`config.mk`:
```
export PLATFORM = sky130hd
export DESIGN_NAME = omc_top
export DESIGN_NICKNAME = d
export VERILOG_FILES = /design/src/rtl/omc_pkg.sv /design/src/rtl/omc_sync.sv /design/src/rtl/omc_timer.sv /design/src/rtl/omc_top.sv
export SDC_FILE = /design/constraint.sdc
export NUM_CORES = 1
export LEC_CHECK = 0
export BUFFER_PORTS_ARGS = -buffer_cell sky130_fd_sc_hd__buf_2
export CAP_MARGIN = 20
export CORE_UTILIZATION = 30
export CTS_CLUSTER_DIAMETER = 60
export CTS_CLUSTER_SIZE = 40
export DETAILED_ROUTE_END_ITERATION = 16
export PLACE_DENSITY = 0.59
export SYNTH_ARGS = -nofsm -noshare
export SYNTH_HDL_FRONTEND = slang
export SYNTH_HIERARCHICAL = 1
export SYNTH_SLANG_ARGS = --single-unit
```
`constraint.sdc`:
```
create_clock -name clk_sys_i -period 2.8 [get_ports clk_sys_i]
set_clock_uncertainty 0.15 [all_clocks]
set_input_delay 0.14 -clock clk_sys_i [delete_from_list [all_inputs] [get_ports clk_sys_i]]
set_output_delay 0.14 -clock clk_sys_i [all_outputs]
set_load 0.05 [all_outputs]
```
`src/rtl/omc_pkg.sv`:
```
// operating mode controller: shared constants, register map and mode codes
// assumes a 125 MHz system clock and the plain strobe register port
// ==========================================================================
// Function
// - wake from direct inputs or wake pin
// - fail from supervisor failure or fallback input
// - both supplies low means power off
// - sleep until wake, outputs disabled
// - normal when wake and no fail, from fail only after toggles
// - normal channels from on bit or input
// - channel rising edge restarts overcurrent window
// - fail: outputs follow inputs, external off
// - fail: latched readout select, no sensing
// - fail: maximum overcurrent profile on all
// - fail: overload or undervoltage auto restarts
// - fail: severe faults latch off until wake
// - fail: inputs control channels and windows
// - wake clears registers, blanks faults
// - initialization done fifty microseconds after wake
// - fail entry immediate, clears input settings
// - diagnosis usable unless data lines stuck
// - fail return needs cause gone, toggles
// - return clears registers, sets status flags
// - status read clears registers-cleared flag
// - readback needs logic supply present
package omc_pkg;
   localparam int unsigned NCH = 4;
   localparam int unsigned AW  = 8;
   localparam int unsigned DW  = 32;
   localparam int unsigned TW  = 16;

   // ==========================================================================
   // timing
   localparam int unsigned CLK_PERIOD_NS    = 8;
   localparam int unsigned INIT_TIME_NS     = 50000;
   localparam int unsigned BLANK_TIME_NS    = 1000;
   localparam int unsigned TOGGLE_PERIOD_NS = 100000;
   localparam int unsigned INIT_CYC_DEF     = INIT_TIME_NS / CLK_PERIOD_NS;
   localparam int unsigned BLANK_CYC_DEF    = BLANK_TIME_NS / CLK_PERIOD_NS;
   localparam int unsigned TOGGLE_CYC_DEF   = TOGGLE_PERIOD_NS / CLK_PERIOD_NS;

   // ==========================================================================
   // register map
   localparam logic [AW-1:0] REG_CHAN_ON = 8'h00;
   localparam logic [AW-1:0] REG_IN_EN   = 8'h04;
   localparam logic [AW-1:0] REG_SEL     = 8'h08;
   localparam logic [AW-1:0] REG_CMD     = 8'h0c;
   localparam logic [AW-1:0] REG_STATUS  = 8'h10;

   localparam int unsigned EXT_BIT  = 4;
   localparam int unsigned SEL_W    = 4;
   localparam int unsigned TOG_BIT  = 0;
   localparam int unsigned ST_DSF   = 2;
   localparam int unsigned ST_RCF   = 3;
   localparam int unsigned ST_INIT  = 4;
   localparam int unsigned ST_DIAG  = 5;
   localparam int unsigned ST_LATCH = 6;
   localparam int unsigned ST_SEL   = 10;

   typedef enum logic [1:0] {
      MODE_OFF    = 2'b00,
      MODE_SLEEP  = 2'b01,
      MODE_NORMAL = 2'b10,
      MODE_FAIL   = 2'b11
   } omc_mode_t;

   function automatic logic [NCH-1:0] omc_rise(input logic [NCH-1:0] cur,
                                               input logic [NCH-1:0] prev);
      omc_rise = cur & ~prev;
   endfunction
endpackage

```
`src/rtl/omc_sync.sv`:
```
// omc_sync: three-stage synchroniser with agreement filter
// assumes inputs asynchronous to clk_sys_i
`timescale 1ns/1ps
`default_nettype none
module omc_sync #(
   parameter int unsigned W = 1
) (
   input  wire logic         clk_sys_i,
   input  wire logic         srst_i,
   input  wire logic [W-1:0] async_i,
   output logic      [W-1:0] sync_o
);
   logic [W-1:0] s1;
   logic [W-1:0] s2;
   logic [W-1:0] s3;

   always_ff @(posedge clk_sys_i) begin
      if (srst_i) begin
         s1 <= '0;
         s2 <= '0;
         s3 <= '0;
      end else begin
         s1 <= async_i;
         s2 <= s1;
         s3 <= s2;
      end
   end

   // a change counts only once stages two and three agree
   always_ff @(posedge clk_sys_i) begin
      if (srst_i) begin
         sync_o <= '0;
      end else begin
         sync_o <= (s2 & s3) | (sync_o & (s2 | s3));
      end
   end
endmodule
`default_nettype wire

```
`src/rtl/omc_timer.sv`:
```
// omc_timer: loadable down counter, busy while running
// assumes load is a one-cycle pulse from the same clock
`timescale 1ns/1ps
`default_nettype none
module omc_timer #(
   parameter int unsigned W   = 16,
   parameter int unsigned CYC = 1
) (
   input  wire logic clk_sys_i,
   input  wire logic srst_i,
   input  wire logic load_i,
   input  wire logic stop_i,
   output logic      busy_o
);
   logic [W-1:0] cnt;

   always_ff @(posedge clk_sys_i) begin
      if (srst_i || stop_i) begin
         cnt <= '0;
      end else if (load_i) begin
         cnt <= W'(CYC);
      end else if (cnt != '0) begin
         cnt <= cnt - W'(1);
      end
   end

   assign busy_o = (cnt != '0);
endmodule
`default_nettype wire

```
`src/rtl/omc_top.sv`:
```
// omc_top: operating mode controller of the lighting switch
// assumes supervisor and fault flags on clk_sys_i; pins and supply flags async
//
// Our own choices: the address-and-strobe port and the register offsets.
`timescale 1ns/1ps
`default_nettype none
module omc_top #(
   parameter int unsigned INIT_CYC   = omc_pkg::INIT_CYC_DEF,
   parameter int unsigned BLANK_CYC  = omc_pkg::BLANK_CYC_DEF,
   parameter int unsigned TOGGLE_CYC = omc_pkg::TOGGLE_CYC_DEF
) (
   input  wire logic                     clk_sys_i,
   input  wire logic                     srst_i,
   // pins and supply comparators
   input  wire logic [omc_pkg::NCH-1:0]  direct_control_inputs_i,
   input  wire logic                     active_low_wake_pin_n_i,
   input  wire logic                     fallback_input_i,
   input  wire logic                     battery_por_ok_i,
   input  wire logic                     logic_por_ok_i,
   // serial supervisor
   input  wire logic                     spi_fail_i,
   input  wire logic                     spi_stuck_i,
   // per-channel protection events
   input  wire logic [omc_pkg::NCH-1:0]  overload_i,
   input  wire logic [omc_pkg::NCH-1:0]  undervoltage_i,
   input  wire logic [omc_pkg::NCH-1:0]  overtemp_i,
   input  wire logic [omc_pkg::NCH-1:0]  first_high_overcurrent_level_i,
   input  wire logic [omc_pkg::NCH-1:0]  severe_short_i,
   // register port
   input  wire logic [omc_pkg::AW-1:0]   reg_addr_i,
   input  wire logic [omc_pkg::DW-1:0]   reg_wdata_i,
   input  wire logic                     reg_wr_i,
   input  wire logic                     reg_rd_i,
   output logic      [omc_pkg::DW-1:0]   reg_rdata_o,
   // block outputs
   output omc_pkg::omc_mode_t            mode_o,
   output logic      [omc_pkg::NCH-1:0]  power_outputs_o,
   output logic                          external_switch_output_o,
   output logic      [omc_pkg::NCH-1:0]  window_restart_o,
   output logic      [omc_pkg::NCH-1:0]  autorestart_o,
   output logic                          pwm_enable_o,
   output logic                          current_sense_output_en_o,
   output logic                          max_oc_profile_o,
   output logic      [omc_pkg::SEL_W-1:0] readout_select_bits_o,
   output logic                          diag_avail_o,
   output logic                          fault_suppress_o,
   output logic                          init_done_o,
   output logic                          por_clear_o
);
   import omc_pkg::*;

   // ==========================================================================
   // input synchronisation
   logic [NCH+3:0] pin_s;
   logic [NCH-1:0] direct_input_on_state;
   logic           wake_pin_s;
   logic           fallback_s;
   logic           bat_ok_s;
   logic           log_ok_s;

   omc_sync #(.W(NCH + 4)) u_sync (
      .clk_sys_i (clk_sys_i),
      .srst_i    (srst_i),
      .async_i   ({logic_por_ok_i, battery_por_ok_i, fallback_input_i,
                   active_low_wake_pin_n_i, direct_control_inputs_i}),
      .sync_o    (pin_s)
   );

   assign direct_input_on_state = pin_s[NCH-1:0];
   assign wake_pin_s            = pin_s[NCH];
   assign fallback_s            = pin_s[NCH+1];
   assign bat_ok_s              = pin_s[NCH+2];
   assign log_ok_s              = pin_s[NCH+3];

   logic wake_c;
   logic fail_c;
   assign wake_c = (|direct_input_on_state) | wake_pin_s;
   assign fail_c = spi_fail_i | fallback_s;

   // ==========================================================================
   // mode sequencing
   omc_mode_t mode;
   omc_mode_t next_mode;
   logic      toggle_ok;
   logic      wake_evt;
   logic      fail_entry;
   logic      return_evt;

   always_comb begin
      next_mode = mode;
      if (!bat_ok_s && !log_ok_s) begin
         next_mode = MODE_OFF;
      end else begin
         unique case (mode)
            MODE_OFF: begin
               next_mode = MODE_SLEEP;
            end
            MODE_SLEEP: begin
               if (wake_c) begin
                  next_mode = fail_c ? MODE_FAIL : MODE_NORMAL;
               end
            end
            MODE_NORMAL: begin
               if (!wake_c) begin
                  next_mode = MODE_SLEEP;
               end else if (fail_c) begin
                  next_mode = MODE_FAIL;
               end
            end
            MODE_FAIL: begin
               if (!wake_c) begin
                  next_mode = MODE_SLEEP;
               end else if (!fail_c && toggle_ok) begin
                  next_mode = MODE_NORMAL;
               end
            end
         endcase
      end
   end

   assign wake_evt   = (mode == MODE_SLEEP) && (next_mode != MODE_SLEEP)
                       && (next_mode != MODE_OFF);
   assign fail_entry = (mode == MODE_NORMAL) && (next_mode == MODE_FAIL);
   assign return_evt = (mode == MODE_FAIL) && (next_mode == MODE_NORMAL);

   always_ff @(posedge clk_sys_i) begin
      if (srst_i) begin
         mode <= MODE_OFF;
      end else begin
         mode <= next_mode;
      end
   end

   // ==========================================================================
   // timers: initialisation, fault blanking, toggle window
   logic init_busy;
   logic blank_busy;
   logic tog_busy;
   logic tog_arm;
   logic tog_start;
   logic wr_cmd;
   logic awake;

   assign awake  = (mode == MODE_NORMAL) || (mode == MODE_FAIL);
   assign wr_cmd = reg_wr_i && (reg_addr_i == REG_CMD);

   omc_timer #(.W(TW), .CYC(INIT_CYC)) u_init (
      .clk_sys_i (clk_sys_i),
      .srst_i    (srst_i),
      .load_i    (wake_evt),
      .stop_i    (1'b0),
      .busy_o    (init_busy)
   );

   omc_timer #(.W(TW), .CYC(BLANK_CYC)) u_blank (
      .clk_sys_i (clk_sys_i),
      .srst_i    (srst_i),
      .load_i    (wake_evt),
      .stop_i    (1'b0),
      .busy_o    (blank_busy)
   );

   // first toggle command at zero opens the window
   omc_timer #(.W(TW), .CYC(TOGGLE_CYC)) u_tog (
      .clk_sys_i (clk_sys_i),
      .srst_i    (srst_i),
      .load_i    (tog_start),
      .stop_i    (mode != MODE_FAIL),
      .busy_o    (tog_busy)
   );

   assign tog_start = (mode == MODE_FAIL) && !fail_c && wr_cmd
                      && !reg_wdata_i[TOG_BIT];
   assign toggle_ok = tog_arm && tog_busy && wr_cmd && reg_wdata_i[TOG_BIT];

   always_ff @(posedge clk_sys_i) begin
      if (srst_i || mode != MODE_FAIL || fail_c) begin
         tog_arm <= 1'b0;
      end else if (tog_start) begin
         tog_arm <= 1'b1;
      end else if (!tog_busy) begin
         tog_arm <= 1'b0;
      end
   end

   // ==========================================================================
   // serial input settings (cleared on wake, fail entry and return)
   logic [NCH-1:0]   chan_on;
   logic             ext_on;
   logic [NCH-1:0]   in_en;
   logic [SEL_W-1:0] sel_si;
   logic             si_clear;
   logic             so_clear;

   assign so_clear = wake_evt || return_evt;
   assign si_clear = so_clear || fail_entry || !awake;

   always_ff @(posedge clk_sys_i) begin
      if (srst_i || si_clear) begin
         chan_on <= '0;
         ext_on  <= 1'b0;
         in_en   <= '0;
         sel_si  <= '0;
      end else if (reg_wr_i && mode == MODE_NORMAL) begin
         unique case (reg_addr_i)
            REG_CHAN_ON: begin
               chan_on <= reg_wdata_i[NCH-1:0];
               ext_on  <= reg_wdata_i[EXT_BIT];
            end
            REG_IN_EN: begin
               in_en <= reg_wdata_i[NCH-1:0];
            end
            REG_SEL: begin
               sel_si <= reg_wdata_i[SEL_W-1:0];
            end
            default: begin
            end
         endcase
      end
   end

   // ==========================================================================
   // serial output state: kept through fail entry
   logic [SEL_W-1:0] sel_so;
   logic             device_status_flag;
   logic             registers_cleared_flag;
   logic             stuck_seen;
   logic             rd_status;
   logic             diag_ok;

   assign rd_status = reg_rd_i && (reg_addr_i == REG_STATUS);
   // a stuck cause hides diagnosis from the first fail cycle on
   assign diag_ok   = (mode == MODE_FAIL) && !stuck_seen
                      && !(spi_stuck_i && spi_fail_i);

   always_ff @(posedge clk_sys_i) begin
      if (srst_i || wake_evt) begin
         sel_so <= '0;
         device_status_flag    <= 1'b0;
      end else if (return_evt) begin
         sel_so <= '0;
         device_status_flag    <= 1'b1;
      end else if (mode == MODE_NORMAL && reg_wr_i && reg_addr_i == REG_SEL) begin
         sel_so <= reg_wdata_i[SEL_W-1:0];
      end
   end

   // set wins over a read in the same cycle
   always_ff @(posedge clk_sys_i) begin
      if (srst_i || wake_evt) begin
         registers_cleared_flag <= 1'b0;
      end else if (return_evt) begin
         registers_cleared_flag <= 1'b1;
      end else if (rd_status) begin
         registers_cleared_flag <= 1'b0;
      end
   end

   always_ff @(posedge clk_sys_i) begin
      if (srst_i || mode != MODE_FAIL) begin
         stuck_seen <= 1'b0;
      end else if (spi_stuck_i && spi_fail_i) begin
         stuck_seen <= 1'b1;
      end
   end

   // ==========================================================================
   // channel control and fail-mode protection
   logic [NCH-1:0] latched_off;
   logic [NCH-1:0] ch_ctl;
   logic [NCH-1:0] ch_prev;
   logic [NCH-1:0] in_prev;
   logic [NCH-1:0] hard_fault;
   logic [NCH-1:0] soft_fault;

   assign hard_fault = overtemp_i | first_high_overcurrent_level_i | severe_short_i;
   assign soft_fault = overload_i | undervoltage_i;

   // faults are ignored while blanked after wake
   always_ff @(posedge clk_sys_i) begin
      if (srst_i || wake_evt) begin
         latched_off <= '0;
      end else if (mode == MODE_FAIL && !blank_busy) begin
         latched_off <= latched_off | hard_fault;
      end
   end

   always_comb begin
      unique case (mode)
         MODE_NORMAL: ch_ctl = chan_on | (in_en & direct_input_on_state);
         MODE_FAIL:   ch_ctl = direct_input_on_state & ~latched_off;
         default:     ch_ctl = '0;
      endcase
   end

   always_ff @(posedge clk_sys_i) begin
      if (srst_i) begin
         ch_prev <= '0;
         in_prev <= '0;
      end else begin
         ch_prev <= ch_ctl;
         in_prev <= direct_input_on_state;
      end
   end

   // ==========================================================================
   // registered outputs
   always_ff @(posedge clk_sys_i) begin
      if (srst_i) begin
         mode_o                    <= MODE_OFF;
         power_outputs_o           <= '0;
         external_switch_output_o  <= 1'b0;
         window_restart_o          <= '0;
         autorestart_o             <= '0;
         pwm_enable_o              <= 1'b0;
         current_sense_output_en_o <= 1'b0;
         max_oc_profile_o          <= 1'b0;
         readout_select_bits_o     <= '0;
         diag_avail_o              <= 1'b0;
         fault_suppress_o          <= 1'b0;
         init_done_o               <= 1'b0;
         por_clear_o               <= 1'b0;
      end else begin
         mode_o                    <= mode;
         power_outputs_o           <= ch_ctl;
         external_switch_output_o  <= (mode == MODE_NORMAL) && ext_on;
         if (mode == MODE_FAIL) begin
            window_restart_o <= omc_rise(direct_input_on_state, in_prev);
         end else begin
            window_restart_o <= omc_rise(ch_ctl, ch_prev);
         end
         autorestart_o             <= (mode == MODE_FAIL) ? soft_fault & ~latched_off
                                                          : '0;
         pwm_enable_o              <= (mode == MODE_NORMAL);
         current_sense_output_en_o <= (mode == MODE_NORMAL);
         max_oc_profile_o          <= (mode == MODE_FAIL);
         readout_select_bits_o     <= sel_so;
         diag_avail_o              <= diag_ok;
         fault_suppress_o          <= blank_busy;
         init_done_o               <= awake && !init_busy;
         por_clear_o               <= so_clear;
      end
   end

   // ==========================================================================
   // register read, one cycle after the strobe; dead without logic supply
   always_ff @(posedge clk_sys_i) begin
      if (srst_i || !reg_rd_i || !log_ok_s) begin
         reg_rdata_o <= '0;
      end else begin
         reg_rdata_o <= '0;
         unique case (reg_addr_i)
            REG_CHAN_ON: begin
               reg_rdata_o[NCH-1:0]  <= chan_on;
               reg_rdata_o[EXT_BIT]  <= ext_on;
            end
            REG_IN_EN: begin
               reg_rdata_o[NCH-1:0] <= in_en;
            end
            REG_SEL: begin
               reg_rdata_o[SEL_W-1:0] <= sel_si;
            end
            REG_STATUS: begin
               reg_rdata_o[1:0]                   <= mode;
               reg_rdata_o[ST_DSF]                <= device_status_flag;
               reg_rdata_o[ST_RCF]                <= registers_cleared_flag;
               reg_rdata_o[ST_INIT]               <= awake && !init_busy;
               reg_rdata_o[ST_DIAG]               <= diag_ok;
               reg_rdata_o[ST_LATCH +: NCH]       <= latched_off;
               reg_rdata_o[ST_SEL +: SEL_W]       <= sel_so;
            end
            default: begin
            end
         endcase
      end
   end

   // ==========================================================================
   // checks
   property p_off;
      @(posedge clk_sys_i) disable iff (srst_i)
      (!bat_ok_s && !log_ok_s) |=> (mode == MODE_OFF);
   endproperty
   a_off: assert property (p_off) else $error("supplies low but not off");

   property p_sleep_exit;
      @(posedge clk_sys_i) disable iff (srst_i)
      (mode == MODE_SLEEP && (bat_ok_s || log_ok_s)) |=> ((mode != MODE_SLEEP) == $past(wake_c));
   endproperty
   a_sleep_exit: assert property (p_sleep_exit) else $error("sleep exit mismatch");

   property p_fail_entry;
      @(posedge clk_sys_i) disable iff (srst_i)
      (mode == MODE_NORMAL && wake_c && fail_c && (bat_ok_s || log_ok_s))
      |=> (mode == MODE_FAIL) && (chan_on == '0);
   endproperty
   a_fail_entry: assert property (p_fail_entry) else $error("fail entry late");

   property p_fail_outputs;
      @(posedge clk_sys_i) disable iff (srst_i)
      (mode == MODE_FAIL) |=> !external_switch_output_o && !pwm_enable_o
      && (power_outputs_o == ($past(direct_input_on_state) & ~$past(latched_off)));
   endproperty
   a_fail_outputs: assert property (p_fail_outputs) else $error("fail outputs wrong");

   property p_fail_profile;
      @(posedge clk_sys_i) disable iff (srst_i)
      (mode == MODE_FAIL) |=> max_oc_profile_o && !current_sense_output_en_o;
   endproperty
   a_fail_profile: assert property (p_fail_profile) else $error("fail profile wrong");

   property p_latch_hold;
      @(posedge clk_sys_i) disable iff (srst_i)
      (latched_off[0] && !wake_evt) |=> latched_off[0];
   endproperty
   a_latch_hold: assert property (p_latch_hold) else $error("latch released early");

   property p_rcf_clear;
      @(posedge clk_sys_i) disable iff (srst_i)
      (rd_status && !return_evt) |=> !registers_cleared_flag;
   endproperty
   a_rcf_clear: assert property (p_rcf_clear) else $error("status read kept flag");

   property p_return;
      @(posedge clk_sys_i) disable iff (srst_i)
      return_evt |=> registers_cleared_flag && device_status_flag && (mode == MODE_NORMAL) && por_clear_o;
   endproperty
   a_return: assert property (p_return) else $error("return flags missing");

   property p_readback;
      @(posedge clk_sys_i) disable iff (srst_i)
      !log_ok_s |=> (reg_rdata_o == '0);
   endproperty
   a_readback: assert property (p_readback) else $error("readback without supply");

   property p_init;
      @(posedge clk_sys_i) disable iff (srst_i)
      wake_evt |=> ##1 !init_done_o [*8];
   endproperty
   a_init: assert property (p_init) else $error("init done too early");

   c_wake:   cover property (@(posedge clk_sys_i) disable iff (srst_i) wake_evt);
   c_fail:   cover property (@(posedge clk_sys_i) disable iff (srst_i) fail_entry);
   c_return: cover property (@(posedge clk_sys_i) disable iff (srst_i) return_evt);
endmodule
`default_nettype wire

```
==> results.cfg <==
[status]
status = finished, final reports clean

[sta]
final_max_slew_viol_count = 0
fmax_ghz = 0.4066
fin_crit_sh_pct = 87.84
slew_headroom_pct = 38.52
period_minus_slack_ns = 2.460
hold_viol = 0
tightest_slew_ns = 0.9152
setup_viol = 0
rsz0062_at_grt = false
fin_setup_tns_ns = 0

[critical_path]
crit_path_cell_trace = dlygate4sd3_1 > buf_2 > nor3_1 > nand2_1 > nor4_1 > buf_4 > or3_1 > buf_4 > nor2_1 > a31o_2
critical_path.top_delay_family = simple AND/OR/NAND/NOR gates
reg2reg_to = sel_so[2]
cp.required_ns = 2.97
worstSetupPathType = input pin to flip-flop
r2r_start = u_tog/cnt[0]
reg2regPathDepth = 9
r2r_setup_slack_ns = 0.35
critPathBufInv = 4
path_max_fanout = 7
cpPeakStageDelay_ns = 0.53
critPathLaunchType = input pin
cp_slowest_cell = dlygate4sd3_1
cp.arrival_ns = 2.63
path_common_cell = buf_4
worst_setup_path_end_kind = flip-flop

[clocking]
cts_tree = yes
htree_levels = 4
ctsRootBufferMaster = clkbuf_16
clk_latency_ns = 0.42
cts.clk_slew.worst_paths_ns = 0.07
clock_path_buffers = 2
clock_sinks = 150
post_cts_buffers = 0
cts_made_buffers = 17

[yosys]
synth_area_mm2 = 0.006342
synth_compound_area_share_pct = 13.87
syn_inst = 674
async_reset_ff_share_pct = 0
ys_types = 75
syn_area_per_cell_um2 = 9.410
synth_top_family_by_area = simple AND/OR/NAND/NOR gates
synth_xor_area_share_pct = 0.6905
yosys.area_share.simple_pct = 27.20
synth_enable_flop_cells = 0
yosys-mux-area-fraction_pct = 4.439
synth_fa_ha_area_share_pct = 0.9864
ys_seq_area_share_pct = 47.35
yosys_warnings = 6
ys.flop_type = dfxtp_1
synth_seq_cells = 150

[routing]
drtIter0Drc = 322
via_per_inst = 4.808
wirelength_mm = 15.51
detail-route-antenna-nets = 0
drt-pass1-iter-count = 5
via_count = 5284
drc = 0
wire_per_inst_um = 14.12

[cells_and_area]
nNetsFinal = 896
layout_commonest_cell = dfxtp_1
final_area_mm2 = 0.008068
fill_cells = 2066
drive_above_1_share_pct = 19.35
finalNonFillerCells = 1099
mostFrequentLayoutCells = dfxtp_1 (150), buf_2 (86), nor2_1 (56), nor3_1 (40), a21oi_1 (39)
syn2layout_area_growth_pct = 27.20

[global_routing]
grt_remaining_overflow = 0
grt_pass1_wl_mm = 24.84
grt_max_degree = 33
grt_pass1_vias = 4726
antenna_found_initial = 2
grt_usage_pct = 14.70

[floorplanning]
start_util_pct = 30.95
die_area_mm2 = 0.02173
coreArea_mm2 = 0.02049
die_h_um = 147.4
io_pins = 132
fp-row-count = 52
die_x_um = 147.4

[power_and_ir_drop]
leakage_nw = 3.402
irDropWorstVdd_v = 0.0004018
power_density_mw_per_mm2 = 887.3

[hold_path]
hold_class = input pin to flip-flop
hold-path-cell-count = 4
min_from = reg_addr_i[7]
holdPathEnd = reg_rdata_o[1]

[placed_design]
gp_congestion = 0.8576
place_area_mm2 = 0.007072
dp.cells = 1032
place_hpwl_mm = 10.87
port_buffers = 86

[run]
cap_viol_max_count = 0
==> sequential cells by signal, summed over array words and instances, names as in the netlist, 8 cells and up <==
register,count
u_tog/cnt,16
u_blank/cnt,16
reg_rdata_o,14
u_sync/sync_o,8
u_sync/s3,8
u_init/cnt,16
u_sync/s1,8
u_sync/s2,8
==> area by class of cell <==
class / count / area, um^2 / area share (%)
well taps: 270 / 337.8 / 4.187
clock buffers: 17 / 425.4 / 5.273
diodes: 2 / 5.005 / 0.06203
inverters: 23 / 86.33 / 1.070
multi-input cells: 486 / 3087 / 38.26
flip-flops and latches: 150 / 3003 / 37.22
clock inverters: 12 / 205.2 / 2.543
repair buffers: 139 / 918.4 / 11.38
==> worst register-to-register path, delay by kind of cell, from the launching register on <==
family / cells / cell delay [ns]
DFF: 1 / 0.45
buffers and inverters: 2 / 0.34
and+or+nand+nor: 6 / 1.15
adders and majority gates: 1 / 0.23
==> report_power, final <==
group / switching (W) / internal [W] / total [W]
combinational: 0.00125 / 0.000948 / 0.00220
clock: 0.000901 / 0.00157 / 0.00247
sequential: 0.000177 / 0.00231 / 0.00249
total: 0.00233 / 0.00483 / 0.00716
==> timing repair <==
| action | in CTS | in global routing |
|---|---|---|
| resized for setup | 0 | 0 |
| hold endpoints to repair | 39 | 0 |
| hold buffers | 36 | 0 |
==> per-layer routing <==
metal	vias up	global-route usage, %	part of all wire [%]
met2	113	22.62	45
met1	2451	19.65	49
met5	-	0	0
li1	2697	-	-
met4	0	6.082	2.5
met3	23	3.549	3.9
==> cell families after synthesis <==
group                    Yosys count
buffers and inverters             62
adder cells (fa/ha/maj)            5
flip-flops                       150
XOR/XNOR                           5
AND/OR/NAND/NOR                  295
multiplexers                      28
AO/OA/AOI/OAI                    128
other                              1
==> worst max-delay path by stage <==
stage                             start      endpoint  depth (start not counted)
final                     reg_addr_i[6]  u_tog/cnt[3]                         10
after global routing      reg_addr_i[6]  u_tog/cnt[3]                         10
after CTS                  u_tog/cnt[0]     sel_so[2]                          9
after detailed placement   u_tog/cnt[0]     sel_so[2]                          9
after global placement     u_tog/cnt[0]     sel_so[1]                          9
after floorplan            u_tog/cnt[0]    chan_on[3]                          9
==> Yosys cell counts, types with 3 or more instances <==
| master | number | share of area [%] |
|---|---|---|
| dfxtp_1 | 150 | 47 |
| and2_1 | 16 | 1.6 |
| nor4_4 | 3 | 1.0 |
| ha_1 | 5 | 0.99 |
| nor3_1 | 40 | 3.2 |
| or3b_2 | 3 | 0.41 |
| nand3_1 | 6 | 0.47 |
| nand4_1 | 7 | 0.69 |
| or3_1 | 20 | 2.0 |
| mux2i_1 | 27 | 4.3 |
| a22oi_1 | 4 | 0.47 |
| a211oi_1 | 3 | 0.36 |
| o2bb2ai_1 | 4 | 0.55 |
| nor4_1 | 18 | 1.8 |
| buf_4 | 23 | 2.7 |
| o21ai_0 | 14 | 1.1 |
| nand2b_1 | 11 | 1.1 |
| nand2_1 | 36 | 2.1 |
| a21oi_1 | 39 | 3.1 |
| inv_1 | 21 | 1.2 |
| o41ai_1 | 3 | 0.41 |
| o21a_1 | 8 | 0.95 |
| o21ai_1 | 3 | 0.24 |
| or4_1 | 10 | 1.2 |
| xnor2_1 | 4 | 0.55 |
| nor2_1 | 56 | 3.3 |
| clkbuf_1 | 12 | 0.71 |
| o31a_1 | 15 | 2.1 |
| and4_1 | 3 | 0.41 |
| a31oi_1 | 3 | 0.30 |
| o31ai_1 | 10 | 1.2 |
| or4_4 | 6 | 1.1 |
| buf_6 | 3 | 0.53 |
| a32o_1 | 4 | 0.63 |
| nor2b_1 | 37 | 3.6 |
==> per-stage QoR <==
stage | power (W) | hold slack, ns | utilization [%] | setup slack, ns
CTS | 0.007184 | 0.03279 | 39.34 | 0.3566
finish | 0.007158 | 0.04706 | 39.37 | 0.3404
global placement | 0.004645 | 0.2013 | 34.51 | 0.4231
global route | 0.007544 | 0.05679 | 39.37 | 0.1124
floorplan | 0.004301 | 0.05786 | - | 0.4334
detailed placement | 0.004659 | 0.2016 | 34.51 | 0.3819
No activity file was read; power rests on OpenSTA's default activity.
